**src/inc/pmt_map.svh**
```systemverilog
// Register offsets, field positions, reset values and divider limits.
`ifndef PMT_MAP_SVH
`define PMT_MAP_SVH

// ****************************************************************
// Register offsets (byte addresses).
// ****************************************************************
`define PMT_OFS_CTRL       4'h0
`define PMT_OFS_COUNT      4'h4
`define PMT_OFS_PERIOD     4'h8
`define PMT_OFS_EVENT      4'hC
`define PMT_OFS_W          4

// ****************************************************************
// Field positions.
// ****************************************************************
`define PMT_CKPS_LSB       0
`define PMT_CKPS_MSB       1
`define PMT_RUN_BIT        2
`define PMT_OUTPS_LSB      3
`define PMT_OUTPS_MSB      6
`define PMT_CTRL_MSB       6
`define PMT_EVT_FLAG_BIT   0
`define PMT_EVT_EN_BIT     1

// ****************************************************************
// Reset values.
// ****************************************************************
`define PMT_COUNT_RST      8'h00
`define PMT_PERIOD_RST     8'hFF
`define PMT_CTRL_RST       7'h00
`define PMT_POST_RST       4'h0
`define PMT_PRE_RST        6'h00
`define PMT_COUNT_STEP     8'h01
`define PMT_POST_STEP      4'h1
`define PMT_PRE_STEP       6'h01

// ****************************************************************
// Prescale select codes and terminal counts.
// ****************************************************************
`define PMT_SEL_DIV1       2'h0
`define PMT_SEL_DIV4       2'h1
`define PMT_SEL_DIV16      2'h2
`define PMT_SEL_DIV64      2'h3
`define PMT_LIM_DIV1       6'h00
`define PMT_LIM_DIV4       6'h03
`define PMT_LIM_DIV16      6'h0F
`define PMT_LIM_DIV64      6'h3F
`define PMT_PRE_MIN_W      6

`endif

```
**src/inc/pmt_pkg.sv**
```systemverilog
// Types shared by the period match timer files.
package pmt_pkg;

   typedef enum logic [2:0] {
      PMT_REG_CTRL   = 3'h0,
      PMT_REG_COUNT  = 3'h1,
      PMT_REG_PERIOD = 3'h3,
      PMT_REG_EVENT  = 3'h2,
      PMT_REG_NONE   = 3'h6
   } pmt_reg_t;

   typedef enum logic [1:0] {
      PMT_RESP_OKAY   = 2'h0,
      PMT_RESP_SLVERR = 2'h2
   } pmt_resp_t;

   typedef logic [1:0] pmt_presel_t;

endpackage

```
**src/verilog/pmt_prescaler.sv**
```systemverilog
// Input prescaler of the period match timer.
`timescale 1ns/1ps
`default_nettype none
`include "pmt_map.svh"

module pmt_prescaler #(
   parameter int PRE_W = 6
) (
   input  wire logic                 aclk,
   input  wire logic                 aresetn,
   input  wire logic                 aclk_en,
   input  wire logic                 run,
   input  wire logic                 clear,
   input  wire pmt_pkg::pmt_presel_t sel,
   output logic                      tick
);

   logic [PRE_W-1:0] pre_reg;
   logic [PRE_W-1:0] lim;

   generate
      if (PRE_W < `PMT_PRE_MIN_W) begin : g_chk
         $error("pmt_prescaler: PRE_W too small for divide by 64");
      end
   endgenerate

   // Maps the select code onto the last count before a tick.
   always_comb begin
      case (sel)
         `PMT_SEL_DIV1:  lim = PRE_W'(`PMT_LIM_DIV1);
         `PMT_SEL_DIV4:  lim = PRE_W'(`PMT_LIM_DIV4);
         `PMT_SEL_DIV16: lim = PRE_W'(`PMT_LIM_DIV16);
         default:        lim = PRE_W'(`PMT_LIM_DIV64);
      endcase
   end

   // A clear suppresses the tick so that a control or count write never steps the count.
   assign tick = run && !clear && (pre_reg >= lim);

   // The count is internal and never visible to software.
   always_ff @(posedge aclk) begin
      if (!aresetn) begin
         pre_reg <= PRE_W'(`PMT_PRE_RST);
      end else if (aclk_en) begin
         if (clear || tick) begin
            pre_reg <= PRE_W'(`PMT_PRE_RST);
         end else if (run) begin
            pre_reg <= pre_reg + PRE_W'(`PMT_PRE_STEP);
         end
      end
   end
endmodule // pmt_prescaler
`default_nettype wire

```
**src/verilog/pmt_timer.sv**
```systemverilog
// Period match timer with AXI4-Lite register access.
// How it works
// - The timer runs only on the instruction clock, no external clock.
// - The count starts at zero and steps once per prescaled tick.
// - Prescale select picks divide by 1, 4, 16 or 64; code 11 is 64.
// - Count equal to period raises the match output.
// - A match reloads zero next cycle and steps the postscaler.
// - Software reads and writes count and period at any time.
// - Reset clears the count and sets the period to all ones.
// - Count writes, control writes and resets clear both scalers.
// - A control write leaves the count unchanged.
// - A four bit postscaler counts matches and latches the event flag.
// - The flag requests an interrupt only when its enable is set.
// - Postscale field n gives one flag per n+1 matches.
// - The unscaled match goes to the capture/compare/PWM unit.
// - The unscaled match offers a shift clock to the serial port.
// - In sleep the timer stops; count and period keep their values.
`timescale 1ns/1ps
`default_nettype none
`include "pmt_map.svh"

module pmt_timer #(
   parameter int ADDR_W = 12,
   parameter int PRE_W  = 6
) (
   input  wire logic              aclk,
   input  wire logic              aresetn,
   input  wire logic              aclk_en,
   input  wire logic              sleep_mode,
   input  wire logic [ADDR_W-1:0] awaddr,
   input  wire logic              awvalid,
   output logic                   awready,
   input  wire logic [31:0]       wdata,
   input  wire logic [3:0]        wstrb,
   input  wire logic              wvalid,
   output logic                   wready,
   output logic [1:0]             bresp,
   output logic                   bvalid,
   input  wire logic              bready,
   input  wire logic [ADDR_W-1:0] araddr,
   input  wire logic              arvalid,
   output logic                   arready,
   output logic [31:0]            rdata,
   output logic [1:0]             rresp,
   output logic                   rvalid,
   input  wire logic              rready,
   output logic                   match_out,
   output logic                   ssp_shift_clk,
   output logic                   match_irq_req
);

   generate
      if (ADDR_W < `PMT_OFS_W) begin : g_chk
         $error("pmt_timer: ADDR_W too small for the register map");
      end
   endgenerate

   // ****************************************************************
   // Address decode.
   // ****************************************************************
   function automatic pmt_pkg::pmt_reg_t reg_decode(
      input logic [ADDR_W-1:0] a
   );
      logic [ADDR_W-1:0] hi;
      hi = a >> `PMT_OFS_W;
      if (hi != '0) begin
         return pmt_pkg::PMT_REG_NONE;
      end
      case (a[`PMT_OFS_W-1:0])
         `PMT_OFS_CTRL:   return pmt_pkg::PMT_REG_CTRL;
         `PMT_OFS_COUNT:  return pmt_pkg::PMT_REG_COUNT;
         `PMT_OFS_PERIOD: return pmt_pkg::PMT_REG_PERIOD;
         `PMT_OFS_EVENT:  return pmt_pkg::PMT_REG_EVENT;
         default:         return pmt_pkg::PMT_REG_NONE;
      endcase
   endfunction

   // ****************************************************************
   // Registers and strobes.
   // ****************************************************************
   logic [`PMT_CTRL_MSB:0] ctrl_reg;
   logic [7:0]             count_reg;
   logic [7:0]             period_reg;
   logic [3:0]             post_reg;
   logic                   flag_reg;
   logic                   ie_reg;
   logic                   shift_reg;
   logic                   irq_reg;
   logic                   match_reg;
   logic [ADDR_W-1:0]      aw_addr_reg;
   logic [7:0]             wdata_reg;
   logic                   wstrb_reg;
   logic                   awready_reg;
   logic                   wready_reg;
   logic                   bvalid_reg;
   logic [1:0]             bresp_reg;
   logic                   arready_reg;
   logic                   rvalid_reg;
   logic [31:0]            rdata_reg;
   logic [1:0]             rresp_reg;

   pmt_pkg::pmt_reg_t      wr_sel;
   logic                   wr_go;
   logic                   wr_ctrl;
   logic                   wr_count;
   logic                   wr_period;
   logic                   wr_event;
   logic                   run_eff;
   logic                   tick;
   logic                   hit;
   logic                   post_done;
   logic [3:0]             post_sel;

   assign wr_go     = !awready_reg && !wready_reg && !bvalid_reg;
   assign wr_sel    = reg_decode(aw_addr_reg);
   assign wr_ctrl   = wr_go && wstrb_reg && wr_sel == pmt_pkg::PMT_REG_CTRL;
   assign wr_count  = wr_go && wstrb_reg && wr_sel == pmt_pkg::PMT_REG_COUNT;
   assign wr_period = wr_go && wstrb_reg
                      && wr_sel == pmt_pkg::PMT_REG_PERIOD;
   assign wr_event  = wr_go && wstrb_reg && wr_sel == pmt_pkg::PMT_REG_EVENT;

   // Sleep stops the count without touching any register.
   assign run_eff   = ctrl_reg[`PMT_RUN_BIT] && !sleep_mode;
   assign post_sel  = ctrl_reg[`PMT_OUTPS_MSB:`PMT_OUTPS_LSB];
   assign hit       = tick && (count_reg == period_reg);
   assign post_done = post_reg == post_sel;

   // ****************************************************************
   // Write channels.
   // ****************************************************************
   always_ff @(posedge aclk) begin
      if (!aresetn) begin
         awready_reg <= 1'b1;
         wready_reg  <= 1'b1;
         bvalid_reg  <= 1'b0;
         bresp_reg   <= pmt_pkg::PMT_RESP_OKAY;
         aw_addr_reg <= '0;
         wdata_reg   <= '0;
         wstrb_reg   <= 1'b0;
      end else if (aclk_en) begin
         if (awvalid && awready_reg) begin
            aw_addr_reg <= awaddr;
            awready_reg <= 1'b0;
         end
         if (wvalid && wready_reg) begin
            wdata_reg  <= wdata[7:0];
            wstrb_reg  <= wstrb[0];
            wready_reg <= 1'b0;
         end
         if (wr_go) begin
            bvalid_reg <= 1'b1;
            bresp_reg  <= (wr_sel == pmt_pkg::PMT_REG_NONE) ?
                          pmt_pkg::PMT_RESP_SLVERR : pmt_pkg::PMT_RESP_OKAY;
         end else if (bvalid_reg && bready) begin
            bvalid_reg  <= 1'b0;
            awready_reg <= 1'b1;
            wready_reg  <= 1'b1;
         end
      end
   end

   // ****************************************************************
   // Read channels.
   // ****************************************************************
   always_ff @(posedge aclk) begin
      if (!aresetn) begin
         arready_reg <= 1'b1;
         rvalid_reg  <= 1'b0;
         rdata_reg   <= '0;
         rresp_reg   <= pmt_pkg::PMT_RESP_OKAY;
      end else if (aclk_en) begin
         if (arvalid && arready_reg) begin
            arready_reg <= 1'b0;
            rvalid_reg  <= 1'b1;
            rresp_reg   <= pmt_pkg::PMT_RESP_OKAY;
            case (reg_decode(araddr))
               pmt_pkg::PMT_REG_CTRL:   rdata_reg <= {25'h0, ctrl_reg};
               pmt_pkg::PMT_REG_COUNT:  rdata_reg <= {24'h0, count_reg};
               pmt_pkg::PMT_REG_PERIOD: rdata_reg <= {24'h0, period_reg};
               pmt_pkg::PMT_REG_EVENT:  rdata_reg <= {30'h0, ie_reg, flag_reg};
               default: begin
                  rdata_reg <= '0;
                  rresp_reg <= pmt_pkg::PMT_RESP_SLVERR;
               end
            endcase
         end else if (rvalid_reg && rready) begin
            rvalid_reg  <= 1'b0;
            arready_reg <= 1'b1;
         end
      end
   end

   // ****************************************************************
   // Control, period and event enable.
   // ****************************************************************
   always_ff @(posedge aclk) begin
      if (!aresetn) begin
         ctrl_reg   <= `PMT_CTRL_RST;
         period_reg <= `PMT_PERIOD_RST;
         ie_reg     <= 1'b0;
      end else if (aclk_en) begin
         if (wr_ctrl) begin
            ctrl_reg <= wdata_reg[`PMT_CTRL_MSB:0];
         end
         if (wr_period) begin
            period_reg <= wdata_reg;
         end
         if (wr_event) begin
            ie_reg <= wdata_reg[`PMT_EVT_EN_BIT];
         end
      end
   end

   // ****************************************************************
   // Prescaler and count.
   // ****************************************************************
   pmt_prescaler #(
      .PRE_W (PRE_W)
   ) u_pre (
      .aclk    (aclk),
      .aresetn (aresetn),
      .aclk_en (aclk_en),
      .run     (run_eff),
      .clear   (wr_ctrl || wr_count),
      .sel     (ctrl_reg[`PMT_CKPS_MSB:`PMT_CKPS_LSB]),
      .tick    (tick)
   );

   always_ff @(posedge aclk) begin
      if (!aresetn) begin
         count_reg <= `PMT_COUNT_RST;
      end else if (aclk_en) begin
         if (wr_count) begin
            count_reg <= wdata_reg;
         end else if (hit) begin
            count_reg <= `PMT_COUNT_RST;
         end else if (tick) begin
            count_reg <= count_reg + `PMT_COUNT_STEP;
         end
      end
   end

   // ****************************************************************
   // Postscaler, event flag and match outputs.
   // ****************************************************************
   always_ff @(posedge aclk) begin
      if (!aresetn) begin
         post_reg <= `PMT_POST_RST;
      end else if (aclk_en) begin
         if (wr_ctrl || wr_count) begin
            post_reg <= `PMT_POST_RST;
         end else if (hit) begin
            post_reg <= post_done ? `PMT_POST_RST
                                  : post_reg + `PMT_POST_STEP;
         end
      end
   end

   // A new event wins over a clear in the same cycle.
   always_ff @(posedge aclk) begin
      if (!aresetn) begin
         flag_reg <= 1'b0;
      end else if (aclk_en) begin
         if (hit && post_done) begin
            flag_reg <= 1'b1;
         end else if (wr_event && wdata_reg[`PMT_EVT_FLAG_BIT]) begin
            flag_reg <= 1'b0;
         end
      end
   end

   always_ff @(posedge aclk) begin
      if (!aresetn) begin
         irq_reg   <= 1'b0;
         match_reg <= 1'b0;
         shift_reg <= 1'b0;
      end else if (aclk_en) begin
         irq_reg   <= flag_reg && ie_reg;
         match_reg <= hit;
         if (hit) begin
            shift_reg <= !shift_reg;
         end
      end
   end

   assign awready       = awready_reg;
   assign wready        = wready_reg;
   assign bvalid        = bvalid_reg;
   assign bresp         = bresp_reg;
   assign arready       = arready_reg;
   assign rvalid        = rvalid_reg;
   assign rdata         = rdata_reg;
   assign rresp         = rresp_reg;
   assign match_out     = match_reg;
   assign ssp_shift_clk = shift_reg;
   assign match_irq_req = irq_reg;
endmodule // pmt_timer
`default_nettype wire
```
**config.mk**
```make
export PLATFORM = sky130hd
export DESIGN_NAME = pmt_timer
export DESIGN_NICKNAME = d
export VERILOG_FILES = /design/src/inc/pmt_pkg.sv /design/src/verilog/pmt_prescaler.sv /design/src/verilog/pmt_timer.sv
export VERILOG_INCLUDE_DIRS = /design/src /design/src/inc
export SDC_FILE = /design/constraint.sdc
export NUM_CORES = 1
export LEC_CHECK = 0
export ABC_AREA = 1
export BUFFER_PORTS_ARGS = -buffer_cell sky130_fd_sc_hd__buf_4
export CORE_MARGIN = 3
export CORE_UTILIZATION = 57
export DETAILED_ROUTE_END_ITERATION = 6
export HOLD_SLACK_MARGIN = 0.06
export PLACE_DENSITY = 0.87
export SYNTH_ARGS = -nofsm -noshare
export SYNTH_HDL_FRONTEND = slang
export SYNTH_HIERARCHICAL = 1
export SYNTH_SLANG_ARGS = --single-unit
```
**constraint.sdc**
```tcl
create_clock -name aclk -period 5.4 [get_ports aclk]
set_clock_uncertainty 0.1 [all_clocks]
set_input_delay 1.35 -clock aclk [delete_from_list [all_inputs] [get_ports aclk]]
set_output_delay 1.35 -clock aclk [all_outputs]
set_load 0.01 [all_outputs]
```
# --- Yosys cells after proc, flatten, opt, wreduce, memory -nomap -nowiden ---
# Cells that the tools add are included.
word_totals:
  ff_bits: 100
  output_inout_bits: 44
  in_bits: 69
classes:
  magnitude_cmp: 1
  n_reduce_logical: 55
  muxes: 40
  add_sub_neg: 3
  n_eq_ne: 17
op_table:
  columns: ["operator", "count"]
  rows:
  - ["8-bit one-hot mux with 4 select lines", 1]
  - ["2-bit AND reduction", 14]
  - ["8-bit 2-to-1 mux", 3]
  - ["3-bit one-hot mux with 4 select lines", 2]
  - ["12-bit nonzero test", 2]
  - ["3-bit 2-to-1 mux", 7]
  - ["1-bit logical AND", 19]
  - ["1-bit 2-to-1 mux", 19]
  - ["6-bit one-hot mux with 3 select lines", 1]
  - ["4-bit equality test, second input constant", 4]
  - ["3-bit by 2-bit equality test with 1-bit output, second input constant", 4]
  - ["4-bit 2-to-1 mux", 3]
  - ["6-bit 2-to-1 mux", 2]
  - ["2-bit nonzero test", 5]
  - ["8-bit by 1-bit adder with 8-bit output, second input constant", 1]
  - ["4-bit by 3-bit equality test with 1-bit output, second input constant", 2]
  - ["8-bit equality test", 1]
  - ["4-bit zero test", 2]
  - ["6-bit by 1-bit adder with 6-bit output, second input constant", 1]
  - ["3-bit by 1-bit equality test with 1-bit output, second input constant", 2]
  - ["6-bit >= comparator", 1]
  - ["1-bit zero test", 6]
  - ["3-bit zero test", 2]
  - ["4-bit by 1-bit adder with 4-bit output, second input constant", 1]
  - ["other kinds (9)", 11]

# --- Depth between registers and ports, before layout ---
depth:
  depth_word: 13
  mapped_depth: 18
  mapped_depth_nobuf: 18

# --- By module ---
# Netlist, hierarchy kept.
modules_own_cells:
  columns: ["module", "seq_area_each_um2", "instances", "area_per_inst_um2", "cells_each"]
  rows:
  - ["pmt_timer", 1361.3, 1, 3558.4, 517]
  - ["pmt_prescaler", 120.1, 1, 473.0, 72]

# --- Worst setup path before layout ---
# No wires, ideal clock.
synth_timing:
  kind: "input to register"
  start: "input sleep_mode"
  end: "register post_reg[0]"
  required_time_ns: 5.168
  path_buffers: 0
  path_slack_ns: 2.716
  arrival_ns: 2.451
  stages: 12
  path_cell_list: "nor2_1 > inv_1 > nor2_1 > nand2_1 > inv_1 > nand2_1 > nor3_1 > nand3_2 > nand2_1 > nand2_1 > nand2_1 > a21oi_1"
synth_between:
  elab_chain_len: 7
synth_lines:
  columns: ["item", "line", "text"]
  rows:
  - ["from (decl)", "pmt_timer.sv:29", "input wire logic sleep_mode,"]
  - ["1-bit zero test", "pmt_timer.sv:123", "assign run_eff = ctrl_reg[`PMT_RUN_BIT] && !sleep_mode;"]
  - ["1-bit logical AND", "pmt_timer.sv:123", null]
  - ["1-bit logical AND (2 in a row)", "pmt_prescaler.sv:38", "assign tick = run && !clear && (pre_reg >= lim);"]
  - ["via tick", "pmt_timer.sv:109", "logic tick;"]
  - ["1-bit logical AND", "pmt_timer.sv:125", "assign hit = tick && (count_reg == period_reg);"]
  - ["2-bit nonzero test (no source line)", null, null]
  - ["2-bit AND reduction (no source line)", null, null]
  - ["to (signal assigned)", "pmt_timer.sv:248", "post_reg <= `PMT_POST_RST;"]
  - ["to (signal assigned)", "pmt_timer.sv:251", "post_reg <= `PMT_POST_RST;"]
  - ["to (signal assigned)", "pmt_timer.sv:253", "post_reg <= post_done ? `PMT_POST_RST"]
  - ["to (decl)", "pmt_timer.sv:84", "logic [3:0] post_reg;"]
# The timed path passes the listed nets, and every way through them passes these cells.
# A chain may end at the register's enable or synchronous reset.

# --- Worst setup path in the final report ---
layout_timing:
  start: "input sleep_mode"
  end: "register post_reg[2]"
layout_between:
  elab_chain_len: 7
layout_lines:
  columns: ["item", "line", "text"]
  rows:
  - ["1-bit zero test", "pmt_timer.sv:123", null]
  - ["1-bit logical AND", "pmt_timer.sv:123", null]
  - ["via run_eff", "pmt_timer.sv:108", "logic run_eff;"]
  - ["1-bit logical AND (2 in a row)", "pmt_prescaler.sv:38", null]
  - ["via tick", "pmt_timer.sv:109", null]
  - ["1-bit logical AND", "pmt_timer.sv:125", null]
  - ["2-bit nonzero test (no source line)", null, null]
  - ["2-bit AND reduction (no source line)", null, null]
# The timed path passes the listed nets, and every way through them passes these cells.

==> metrics <==
status finished clean; setup violators final 0; CP startpoint kind primary input; die area 0.00812 mm2; fin crit period 2850 ps; synthesized area 0.00403 mm2; Setup TNS 0 ps; Worst Min Path Start wstrb_reg$_SDFFE_PN0P_; Critical Path Most Common Cell nand2_1; most used flip-flop cell after synthesis dfxtp_1; Die Span Y 90.1 um; H-tree depth 3; top-area cell type share of the netlist area 36.7%; pin count of the biggest net entering global routing 52; slew margin rel. 62.2%; Vias 3921; max reg flops 12; reg-to-reg startpoint awready$_SDFFE_PN1P_; Worst Tran Pin Value 565 ps; worst hold slack 359 ps; Synth Warn # 6; Cell Chain, Critical Path buf_4, nor2_1, inv_1, nor2_1, nand2_1, inv_1, nand2_1, nor3_1, nand3_2, nand2_1, nand2_1, nand2_1, a21oi_1; Achievable Freq 0.351 GHz; CTS root buf clkbuf_8; layout cell share with drive strength beyond 1 14.4%; Via density 5.29; post-synthesis cell type count 34; final-stage net count 719; RSZ-0062 raised after global routing false; Slew Limit Fails 0; sequential area share after synthesis 36.7%; total grt overflow 0; slowest cell on the critical path nand3_2; # Max-Cap Violations 0; static leakage 2.16 nW; number of global-route vias before repair 3652; synth cell count leaders 124 x nand2_1, 74 x dfxtp_1, 74 x inv_1, 56 x a21oi_1, 54 x nor2_1; Cells after DPL 726; Antenna Violating Nets Remaining 0; Reg power frac 49.5%; DP Area 0.00441 mm2; top-count cell post-synth nand2_1; cell count after synthesis 589; hold_buf cts 0; CP Data Arrival Time 2980 ps; asr flop ratio synth 0%; slowest stage delay, CP 250 ps; Worst Hold Class reg -> reg; final period utilization 52.7%; DR pass1 iterations 5; Max VDD drop 167 uV; number of synthesized flops with an enable pin 0; combinational group share of total power 9.2%; critical path fanouts, max 9; maximum root-to-sink buffer count 2; Yosys reg bits 74; Port-buffer cells 59; Synth area leaders dfxtp_1 37%, nand2_1 12%, a21oi_1 7.0%; crit path kind in -> reg; Critical Path End Type flop; Psw 0.000289 W; CTS clk-pin slew, worst paths 80 ps; DRT iter0 DRCs 279; CTS tree done; final RePlAce weighted congestion 0.849; Pint 0.000859 W; TritonCTS Buffers 9; Sw Share 25.2%; PwrDens 248 mW/mm2; Residual DRC 0; Hold Vio Cnt, Final 0; Initial Util 59.0%; # Post-CTS Setup Buffers 0; area leader, netlist dfxtp_1; Tot GR Track Use 24.2%; Post-Route WL 9.75 mm; CP required 5530 ps; final core occ 67.7%; wire per inst 13.2 um; CTS Sinks 74; antenna diode count 0; IO Pins 113; Syn Area/Cell 6.84 um2; Layout area overhead 14.8%; design area 0.00463 mm2; Final Instance Count excl. Fillers 741; core box area 0.00683 mm2; Die Wd 90.1 um; Clk pwr share 41.4%; worst skew pair latency 360 ps; CP startpoint sleep_mode; row cnt 30; DPL Wire Length 7.15 mm; first-pass GRT wire length 16.2 mm; Resized cells post-CTS 0; antenna violations before repair 0
[layout by cell type (no fill, tap or decap), types with 2 or more instances in the layout]
master	count
a21oi_1	56
a21oi_2	3
buf_4	59
bufinv_16	2
clkbuf_8	9
clkinv_4	2
conb_1	26
dfxtp_1	74
ha_1	9
inv_1	74
nand2_1	124
nand2_2	3
nand3_1	48
nand3b_1	4
nand4_1	18
nor2_1	54
nor2_2	5
nor2_4	3
nor3_1	2
o211ai_1	8
o21a_1	2
o21ai_0	38
xnor2_1	3
xor2_1	8
[logic make-up after synthesis]
group	Yosys count	synth area share, %
DFF	74	36.7
adders and majority gates	9	2.79
xor gates and xnor gates	11	2.39
AOI/OAI and AO/OA	110	14.8
and+or+nand+nor	265	29.3
buffers and inverters	119	13.9
other	1	0.0930
[critical path, delay by kind of cell]
kind | cells | cell delay [ps]
AND/OR/NAND/NOR | 9 | 1250
buffers and inverters | 3 | 300
AO/OA/AOI/OAI | 1 | 70
[per-layer routing]
layer	vias to the layer above	track usage, %	share of wire (%)
li1	1966	-	-
met1	1771	29.5	43
met2	163	40.9	48
met3	21	5.61	6.6
met4	0	9.95	2.7
met5	-	0	0
[stage by stage]
step,setup WS (ps),power (W)
global route,2390,0.00119
finish,2550,0.00115
floorplan,2720,0.000655
detailed placement,2280,0.000685
CTS,2640,0.00115
global placement,2350,0.000680
[path summary, 6_finish.rpt]
kind | endpoint | slack, ps | depth (start not counted)
setup / recovery | post_reg[2]$_SDFFE_PN0P_ | 2550 | 13
hold / removal | wstrb_reg$_SDFFE_PN0P_ | 360 | 2
setup reg to reg | post_reg[2]$_SDFFE_PN0P_ | 2640 | 15
hold reg to reg | wstrb_reg$_SDFFE_PN0P_ | 360 | 2
[power groups by stage]
| stage | Clock [W] | Combinational (W) | Sequential [W] |
|---|---|---|---|
| after floorplan | 0 | 0.0000742 | 0.000580 |
| after global placement | 0 | 0.000101 | 0.000580 |
| after detailed placement | 0 | 0.000104 | 0.000581 |
| after CTS | 0.000479 | 0.000105 | 0.000568 |
| after global routing | 0.000502 | 0.000118 | 0.000570 |
| final | 0.000475 | 0.000105 | 0.000568 |
[area by class of cell]
class	count	area, um2
clock inverter	6	91.3
clock buffer	9	124
timing repair buffer	59	443
sequential	74	1480
multi-input combinational	421	2080
inverter	76	285
tap	96	120
fill	581	2200
No activity file was read; power rests on OpenSTA's default activity.
